File: config.mk
export PLATFORM = sky130hd
export DESIGN_NAME = wdtcg_core
export DESIGN_NICKNAME = d
export VERILOG_FILES = /design/src/include/wdtcg_pkg.sv /design/src/hw/wdtcg_core.sv
export SDC_FILE = /design/constraint.sdc
export NUM_CORES = 1
export LEC_CHECK = 0
export BUFFER_PORTS_ARGS = -buffer_cell sky130_fd_sc_hd__buf_4
export CORE_ASPECT_RATIO = 1.1
export CORE_MARGIN = 1.5
export CORE_UTILIZATION = 35
export CTS_BUF_LIST = sky130_fd_sc_hd__clkbuf_2
export DETAILED_ROUTE_END_ITERATION = 12
export PLACE_DENSITY_LB_ADDON = 0.1
export SLEW_MARGIN = 40
export SYNTH_ARGS = -nofsm -noshare
export SYNTH_HDL_FRONTEND = slang
export SYNTH_SLANG_ARGS = --single-unit
File: constraint.sdc
create_clock -name mclk -period 2.6 [get_ports mclk]
set_clock_uncertainty 0.05 [all_clocks]
set_input_delay 0.65 -clock mclk [delete_from_list [all_inputs] [get_ports mclk]]
set_output_delay 0.65 -clock mclk [all_outputs]
set_load 0.1 [all_outputs]
File: src/include/wdtcg_pkg.sv
// Package for the watchdog and clock gating block: map, fields, timing
package wdtcg_pkg;
	// I/O map
	localparam logic [7:0] WDTCG_ADDR_CLEAR = 8'hd4;
	localparam int WDTCG_BIT_TB_CLEAR = 0;
	localparam int WDTCG_BIT_WD_CLEAR = 1;
	localparam logic [3:0] WDTCG_CLEAR_READ = 4'h0;
	// Oscillator and timebase
	localparam int WDTCG_OSC_HZ = 32768;
	localparam int WDTCG_TB_WIDTH = 15;
	localparam int WDTCG_WD_WIDTH = 2;
	localparam logic [1:0] WDTCG_WD_LAST = 2'h3;
	// Instruction lengths in oscillator cycles
	localparam logic [3:0] WDTCG_INSN_SHORT = 4'h5;
	localparam logic [3:0] WDTCG_INSN_MID = 4'h7;
	localparam logic [3:0] WDTCG_INSN_LONG = 4'hc;
	// Power-on startup hold in mclk cycles
	localparam logic [3:0] WDTCG_POR_CYCLES = 4'h4;
	typedef enum logic [1:0] {WDTCG_CLS_SHORT, WDTCG_CLS_MID, WDTCG_CLS_LONG} wdtcg_cls_t;
endpackage : wdtcg_pkg

File: src/hw/wdtcg_core.sv
// Watchdog, clock timer divider, startup and sleep clock gating
`timescale 1ns/1ps
`default_nettype none

////////////////////////////////////////////////////////////////////////////////
module wdtcg_core
	import wdtcg_pkg::*;
(
	// Clock and reset
	input wire logic mclk,
	input wire logic srst,
	// Oscillator tick, one pulse per crystal period
	input wire logic osc_tick,
	// External reset pin level
	input wire logic reset_pin,
	// CPU I/O access
	input wire logic [7:0] io_addr,
	input wire logic [3:0] io_wdata,
	input wire logic io_wr,
	input wire logic io_rd,
	output logic [3:0] io_rdata,
	output logic io_hit,
	// CPU state
	input wire logic sleep_instruction,
	input wire logic wake,
	input wire logic halted,
	input wire wdtcg_cls_t insn_class,
	// Outputs to CPU and peripherals
	output logic initial_reset,
	output logic cpu_clk_en,
	output logic periph_clk_en,
	output logic insn_done,
	output logic [7:0] timebase_data
);

	////////////////////////////////////////////////////////////////////////////
	// State layout
	// All state sits in one record so that the reset branch and the
	// next-state logic cannot drift apart when a field is added.
	// The timebase is a plain binary divider of oscillator ticks; its top
	// bit is the 1 Hz tap that both steps the watchdog and opens the CPU
	// clock after reset or wake.
	// The watchdog is only two bits wide, so it fires on the fourth tap
	// rise after a clear; depending on the phase of the clear against the
	// tap this gives a window between three and four seconds.
	// Limitation: a clear written just after a tap rise buys almost four
	// seconds, one written just before buys barely three, so software
	// must budget for the short case.
	// Trade-off: the power-on hold is a short fixed count rather than a
	// model of oscillator start-up, which keeps the reset path simple.
	// Sleep clears and stops the divider and watchdog together, so the two can
	// never disagree about elapsed time when the CPU wakes.
	typedef struct packed {
		logic [3:0] por_cnt;
		logic [WDTCG_TB_WIDTH-1:0] tb;
		logic [WDTCG_WD_WIDTH-1:0] wd;
		logic tap_prev;
		logic in_reset;
		logic clk_ok;
		logic sleeping;
		logic [3:0] cyc;
		logic done;
	} wdtcg_state_t;

	wdtcg_state_t s_q;
	wdtcg_state_t s_d;

	// Cycle count of the current instruction class
	function automatic logic [3:0] insn_len(input wdtcg_cls_t c);
		case (c)
			WDTCG_CLS_SHORT: insn_len = WDTCG_INSN_SHORT;
			WDTCG_CLS_MID: insn_len = WDTCG_INSN_MID;
			WDTCG_CLS_LONG: insn_len = WDTCG_INSN_LONG;
			default: insn_len = WDTCG_INSN_SHORT;
		endcase
	endfunction : insn_len

	logic tap_1hz;
	logic clr_wr;
	logic wd_clr;
	logic tb_clr;
	logic tick_en;
	logic wd_fire;

	////////////////////////////////////////////////////////////////////////////
	// Decode and timebase tap
	assign tap_1hz = s_q.tb[WDTCG_TB_WIDTH-1];
	assign clr_wr = io_wr && (io_addr == WDTCG_ADDR_CLEAR);
	assign tb_clr = clr_wr && io_wdata[WDTCG_BIT_TB_CLEAR];
	assign wd_clr = tb_clr || (clr_wr && io_wdata[WDTCG_BIT_WD_CLEAR]);
	// Halt does not gate this; only sleep does
	assign tick_en = osc_tick && !s_q.sleeping;
	assign wd_fire = tick_en && tap_1hz && !s_q.tap_prev && (s_q.wd == WDTCG_WD_LAST);

	////////////////////////////////////////////////////////////////////////////
	// Next state
	always_comb
	begin
		s_d = s_q;
		s_d.done = 1'b0;
		// Power-on hold; oscillator itself needs no enable
		if (s_q.por_cnt != 4'h0)
		begin
			s_d.por_cnt = s_q.por_cnt - 4'h1;
		end
		if (tick_en)
		begin
			s_d.tb = s_q.tb + 15'h0001;
			s_d.tap_prev = tap_1hz;
			// 1 Hz rising edge steps the watchdog
			if (tap_1hz && !s_q.tap_prev)
			begin
				s_d.wd = s_q.wd + 2'h1;
			end
		end
		// Overflow raises reset and clears the counter
		if (wd_fire)
		begin
			s_d.in_reset = 1'b1;
			s_d.wd = '0;
			s_d.tb = '0;
			s_d.tap_prev = 1'b0;
		end
		if (wd_clr)
		begin
			s_d.wd = '0;
		end
		if (tb_clr)
		begin
			s_d.tb = '0;
			s_d.tap_prev = 1'b0;
		end
		// Sleep entry clears both counters and stops them
		if (sleep_instruction && !s_q.sleeping)
		begin
			s_d.sleeping = 1'b1;
			s_d.wd = '0;
			s_d.tb = '0;
			s_d.tap_prev = 1'b0;
		end
		else if (wake && s_q.sleeping)
		begin
			s_d.sleeping = 1'b0;
			s_d.clk_ok = 1'b0;
		end
		// External pin holds everything in initial reset
		if (reset_pin)
		begin
			s_d.in_reset = 1'b1;
			s_d.wd = '0;
			s_d.tb = '0;
			s_d.tap_prev = 1'b0;
			s_d.sleeping = 1'b0;
		end
		else if (s_q.in_reset && !wd_fire)
		begin
			s_d.in_reset = 1'b0;
			s_d.clk_ok = 1'b0;
		end
		// CPU clock waits for 1 Hz tap high after reset or wake
		if (!s_q.in_reset && !s_q.sleeping && tap_1hz)
		begin
			s_d.clk_ok = 1'b1;
		end
		// Instruction sequencer in oscillator cycles
		if (cpu_clk_en && !halted && osc_tick)
		begin
			if (s_q.cyc + 4'h1 >= insn_len(insn_class))
			begin
				s_d.cyc = 4'h0;
				s_d.done = 1'b1;
			end
			else
			begin
				s_d.cyc = s_q.cyc + 4'h1;
			end
		end
		if (!cpu_clk_en)
		begin
			s_d.cyc = 4'h0;
		end
	end

	////////////////////////////////////////////////////////////////////////////
	// State register
	always_ff @(posedge mclk)
	begin
		if (srst)
		begin
			s_q <= '{por_cnt: WDTCG_POR_CYCLES, in_reset: 1'b1, default: '0};
		end
		else
		begin
			s_q <= s_d;
		end
	end

	////////////////////////////////////////////////////////////////////////////
	// Outputs
	assign initial_reset = s_q.in_reset || (s_q.por_cnt != 4'h0);
	assign cpu_clk_en = s_q.clk_ok && !initial_reset && !s_q.sleeping;
	assign periph_clk_en = !s_q.sleeping;
	assign insn_done = s_q.done;
	assign timebase_data = s_q.tb[WDTCG_TB_WIDTH-1:WDTCG_TB_WIDTH-8];
	assign io_hit = io_rd && (io_addr == WDTCG_ADDR_CLEAR);
	// Write-only word, always zero on read
	assign io_rdata = WDTCG_CLEAR_READ;

endmodule : wdtcg_core

`default_nettype wire

Yosys cells after proc, flatten, opt, wreduce, memory -nomap -nowiden:

Index checks and enable logic that the tools add are counted.

* add/subtract/negate cells: 4
* multipliers: 0
* divide/modulo/power cells: 0
* $lt $le $gt $ge: 1
* equal/unequal tests: 4
* shifts and indexed selects: 0
* muxes and demuxes: 11
* bitwise gates (word level): 2
* reductions and logical operators: 35

Operator list (number)
* 1-bit logical AND: 18
* 15-bit by 1-bit adder with 15-bit output (second input constant): 1
* 5-bit OR reduction: 2
* 8-bit equality test (second input constant): 1
* 4-bit two-way mux: 2
* 4-bit one-hot mux with 2 select lines: 1
* 1-bit logical NOT: 6
* 1-bit two-way mux: 6
* 2-bit OR reduction: 3
* 4-bit by 1-bit adder with 4-bit output (second input constant): 1
* 2-bit equality test (second input constant): 2
* 4-bit greater-or-equal comparator: 1
* 2-bit two-way mux: 2
* 2-bit nonzero test: 2
* 4-bit nonzero test: 1
* 4-bit by 1-bit subtractor with 4-bit output (second input constant): 1
* 2-bit by 1-bit adder with 2-bit output (second input constant): 1
* 2-bit by 1-bit equality test with 1-bit output (second input constant): 1
* 1-bit logical OR: 2
* 1-bit inverter: 2
* 2-bit AND reduction: 1

* register bits: 30
* latch bits: 0
* bits in writable memories: 0
* memory bits (read-only): 0
* output and inout bits: 17
* memories kept: 0

Longest topological paths before layout:

* depth after elaboration: 10
* gate-level depth with buffers: 7

Worst setup path after synthesis:

OpenSTA, ideal clock, no wires.

* path type: reg-to-output
* start: reg s_q[26] (netlist bit)
* end: out cpu_clk_en
* arrival time: 3.512 ns
* required time: 1.900 ns
* setup slack: -1.612 ns
* stages on the path, launching flop included: 5
* buffers on the path: 0
* cell sequence: dfxtp_1 > inv_1 > ha_1 > or4b_4 > nor3b_1

* longest elaborated chain between the ends: 5

Ends and longest elaborated chain
* start: declaration: RTL line wdtcg_core.sv:65 `wdtcg_state_t s_q;`
* start signal: assignment: RTL line wdtcg_core.sv:190 `s_q <= '{por_cnt: WDTCG_POR_CYCLES, in_reset: 1'b1, default: '0};`
* start signal: assignment: RTL line wdtcg_core.sv:194 `s_q <= s_d;`
* 4-bit nonzero test: RTL line wdtcg_core.sv:200 `assign initial_reset = s_q.in_reset || (s_q.por_cnt != 4'h0);`
* 1-bit logical OR: RTL line wdtcg_core.sv:200
* via initial_reset: RTL line wdtcg_core.sv:29 `output logic initial_reset,`
* 1-bit logical NOT: RTL line wdtcg_core.sv:201 `assign cpu_clk_en = s_q.clk_ok && !initial_reset && !s_q.sleeping;`
* 1-bit logical AND (2 in a row): RTL line wdtcg_core.sv:201
* end: declaration: RTL line wdtcg_core.sv:30 `output logic cpu_clk_en,`

The timed path passes the listed nets, and every way through them passes these cells.

Final worst setup path:

* start: reg s_q[27] (netlist bit)
* end: out cpu_clk_en

* longest elaborated chain between the ends: 5

Ends and longest elaborated chain (RTL line)
* 4-bit nonzero test: wdtcg_core.sv:200
* 1-bit logical OR: wdtcg_core.sv:200
* 1-bit logical NOT: wdtcg_core.sv:201
* 1-bit logical AND (2 in a row): wdtcg_core.sv:201

No other way between the ends.

==> out/qor.txt <==
RUN STATUS
--------------------------------------------------------------------------------------------------------
Outcome ................................................................................... complete, no violations

CLOCK TREE
--------------------------------------------------------------------------------------------------------
Post-CTS Hold Buffers .....................................................................            0
Clock latency reported for the late side of the worst-skew pair ...........................      0.37 ns
Number of buffers created by CTS ..........................................................            5
Post-CTS clock slew at the launch and capture registers of the worst setup and hold paths .      0.14 ns
Maximum buffer depth of the clock tree ....................................................            2
CTS tree ..................................................................................         done
Clock tree sinks ..........................................................................           30
# H-tree levels ...........................................................................            2
Root buf cell ............................................................................. sky130_fd_sc_hd__clkbuf_2

YOSYS
--------------------------------------------------------------------------------------------------------
Cell type with the highest aggregate area in the netlist .................................. sky130_fd_sc_hd__dfxtp_1
Post-Synthesis Cell Area ..................................................................     1630 µm²
Number of enable flip-flop cells after synthesis ..........................................            0
Proportion of synthesized area in mux cells ...............................................        1.84%
Dominant combinational cell family by area after synthesis ................................ simple AND/OR/NAND/NOR gates
Mapped Cells ..............................................................................          184
Average size of a mapped cell .............................................................     8.87 µm²
Adder-Cell Fraction of Synth Area .........................................................        6.13%
Ranking of synthesized cells by area ...................................................... sky130_fd_sc_hd__dfxtp_1 (37%), sky130_fd_sc_hd__ha_1 (6.1%), sky130_fd_sc_hd__buf_4 (6.0%)
Number of synthesized register bits .......................................................           30
Post-Synth XOR/XNOR Area ..................................................................        8.05%
Synth Area in Simple Gates ................................................................        27.4%
YS warnings ...............................................................................            0
Proportion of synthesized chip area in sequential cells ...................................        36.8%
Fraction of the mapped netlist area in compound gates .....................................        10.3%
Async set-or-reset flop fraction in the synthesized netlist ...............................           0%
Share of Yosys cell area claimed by the top area cell type ................................        36.8%
Count of different cell masters after synthesis ...........................................           42
Dominant synthesized flop cell ............................................................ sky130_fd_sc_hd__dfxtp_1

TIMING
--------------------------------------------------------------------------------------------------------
Time the final worst path needs with I/O delays and setup .................................      2.53 ns
Final-report setup violation count ........................................................            0
Hold Violations, Final ....................................................................            0
Worst setup slack after layout ............................................................    0.0746 ns
RSZ-0062 raised after global routing ......................................................          yes
Slew Viols, Final .........................................................................            0
Worst hold margin .........................................................................     0.436 ns
Max Freq ..................................................................................      396 MHz
Final worst-path cycle share ..............................................................        97.1%

LAYOUT
--------------------------------------------------------------------------------------------------------
Final-layout fill cell count ..............................................................          467
Multi-input gate area in the final layout .................................................      915 µm²
Fin nets ..................................................................................          247
Layout overhead on the synthesized area ...................................................        20.6%
Sequential cell area ......................................................................      603 µm²
Share of layout cells above drive strength 1 ..............................................        25.8%
Final standard cell count with taps included and fillers excluded .........................          271
ANT cells .................................................................................            0
Final design instance area without fill ...................................................     1970 µm²

GRT
--------------------------------------------------------------------------------------------------------
Vias in the first global route ............................................................         1239
Global-route total usage across every layer ...............................................        13.5%
Wire length of the first global-routing pass ..............................................      5150 µm
Aggregate global routing overflow .........................................................            0
Maximum number of pins on one net before global-route repair ..............................           17
GR met2 Demand/Resource ...................................................................        21.4%
Busiest layer in global routing ...........................................................         met2
Met3 track utilization from global routing ................................................        3.74%
Met1 track utilization from global routing ................................................        16.3%
Antenna violations before repair ..........................................................            0

PLACE
--------------------------------------------------------------------------------------------------------
Final weighted congestion of routability-driven global placement ..........................        0.757
Post-detail-place hpwl ....................................................................      2340 µm
Dpl ws ....................................................................................     0.237 ns
Cell count after placement ................................................................          259
Number of buffer cells added on primary ports .............................................           33
Post-Place Cell Area ......................................................................     1880 µm²

PWR
--------------------------------------------------------------------------------------------------------
Internal power summed over all cells ......................................................       683 µW
Power spent charging and discharging nets .................................................       333 µW
Leakage ...................................................................................  0.000781 µW
Switching part of the total ...............................................................        32.8%
Part of the total power dissipated in the clock network ...................................        21.1%
Total power divided by cell area ..........................................................   517 nW/µm²
Sequential cell fraction of total power ...................................................        51.2%
Peak supply drop ..........................................................................       358 µV
Combinational power share .................................................................        27.7%

FLOW RUN
--------------------------------------------------------------------------------------------------------
Reported max-cap violation count ..........................................................            0

DETAILED ROUTING
--------------------------------------------------------------------------------------------------------
Router iterations before antenna repair ...................................................            4
DRC violation count after routing .........................................................            0
DR vias/cell ..............................................................................         4.93
Antenna Violating Nets Remaining ..........................................................            0
Vias after detailed routing ...............................................................         1336
Final Routed Wirelength ...................................................................      3100 µm
Number of violations reported at the end of detailed-routing iteration 0 ..................           51
Average wire per cell in the routed design ................................................      11.4 µm

FLOORPLAN
--------------------------------------------------------------------------------------------------------
Initial Util ..............................................................................        37.3%
Overall die area ..........................................................................     5080 µm²
Core region area ..........................................................................     4380 µm²
Die X-Extent ..............................................................................      68.1 µm
Boundary Pins .............................................................................           40
Core Rows .................................................................................           25
Die boundary height .......................................................................      74.6 µm

CRITICAL PATH
--------------------------------------------------------------------------------------------------------
Count of buffering cells on the critical path with inverters included .....................            2
Series of cell instances along the critical path .......................................... inv_2, ha_4, or4b_4, nor3b_4, buf_12
Worst endpoint required time ..............................................................      1.90 ns
Type of origin of the critical path .......................................................    flip-flop
Critical R2R Launch .......................................................................      s_q[27]
Crit path from ............................................................................      s_q[27]
Data arrival time of the critical path ....................................................      1.83 ns
Maximum fanout along the worst path .......................................................            4
Maximum single-stage delay on the critical path ...........................................      0.48 ns
Family with the most delay on the worst path .............................................. simple AND/OR/NAND/NOR gates
Critical setup path kind ..................................................................   reg -> out
Slowest library cell on the worst path .................................................... sky130_fd_sc_hd__or4b_4
Sort of element at the end of the critical path ...........................................   output pin

HOLD PATH
--------------------------------------------------------------------------------------------------------
Worst hold start ..........................................................................         wake
Tightest Hold Check Type ..................................................................    in -> reg

worst reg2reg max path, stage by stage, from the launching register on:
cell and delay, ns:
sky130_fd_sc_hd__dfxtp_2 0.36, sky130_fd_sc_hd__inv_2 0.07, sky130_fd_sc_hd__ha_4 0.13, sky130_fd_sc_hd__or4b_4 0.48, sky130_fd_sc_hd__buf_4 0.17, sky130_fd_sc_hd__nor4b_4 0.42, sky130_fd_sc_hd__o2111ai_2 0.22, sky130_fd_sc_hd__o21ai_1 0.17
per-layer routing:
metal | up-vias | wire (µm)
met3 | 6 | 154
met4 | 0 | 36
met2 | 33 | 1450
li1 | 691 | -
met5 | - | 0
met1 | 606 | 1450
placed cells by master (no fill, tap or decap), drive strengths merged, types with 7 or more instances in the layout:
cell,count
a21oi,7
ha,8
xor2,8
xnor2,7
nand4,7
buf,39
o21ai,9
nor2,23
nand3,8
inv,10
dfxtp,30
area by class of cell:
type / count / share of cell area, %
multi-input cells: 130 / 46.5
flip-flops and latches: 30 / 30.7
repair buffers: 39 / 15.5
well taps: 54 / 3.44
inverters: 10 / 2.04
clock buffers: 5 / 1.27
clock inverters: 3 / 0.573
kinds of logic after synthesis:
group | after synthesis
AND/OR/NAND/NOR | 75
adder cells (fa/ha/maj) | 8
flip-flops | 30
XOR/XNOR | 15
multiplexers | 3
other | 1
buffers and inverters | 27
AO/OA/AOI/OAI | 25
synthesized netlist by cell type (all sizes together) (3+ instances only):
master,n
and3,4
nand2,3
nor2,23
a21oi,7
mux2i,3
nand4,7
nor3,3
clkbuf,3
dfxtp,30
xor2,8
xnor2,7
buf,14
inv,10
a2111oi,3
nor2b,5
ha,8
o21ai,9
or3,3
nand2b,5
nand3,8
what timing repair did:
item                                    CTS  global route
setup buffers                             1             3
pin swaps                                 1             2
resized for setup                         3             2
cloned                                    0             0
endpoints found under the setup margin    1             2
worst paths after layout:
path                endpoint  slack, ns  cells past startpoint
setup reg to reg      s_q[4]       0.47                      7
hold reg to reg       s_q[4]       0.44                      2
setup / recovery  cpu_clk_en       0.07                      5
hold / removal        s_q[5]       0.44                      2
through the flow:
step	utilization (%)	power [µW]	TNS (ns)
6_report	44.9	1020	0
5_1_grt	44.9	1090	-0.0417
4_1_cts	44.3	994	0
3_5_place_dp	43.0	775	0
3_3_place_gp	43.0	763	0
2_1_floorplan	-	718	-0.162
flip-flops by register name (all words and copies together) (netlist names):
signal         cells
insn_done          1
s_q               21
timebase_data      8
power groups by stage:
stage               Clock [µW]  Sequential (µW)  Combinational (µW)
floorplan                    0              518                 200
detailed placement           0              525                 249
global placement             0              525                 238
CTS                        226              516                 252
finish                     214              520                 282
global route               250              526                 316
Note: power is estimated with default switching activity, not from simulation.
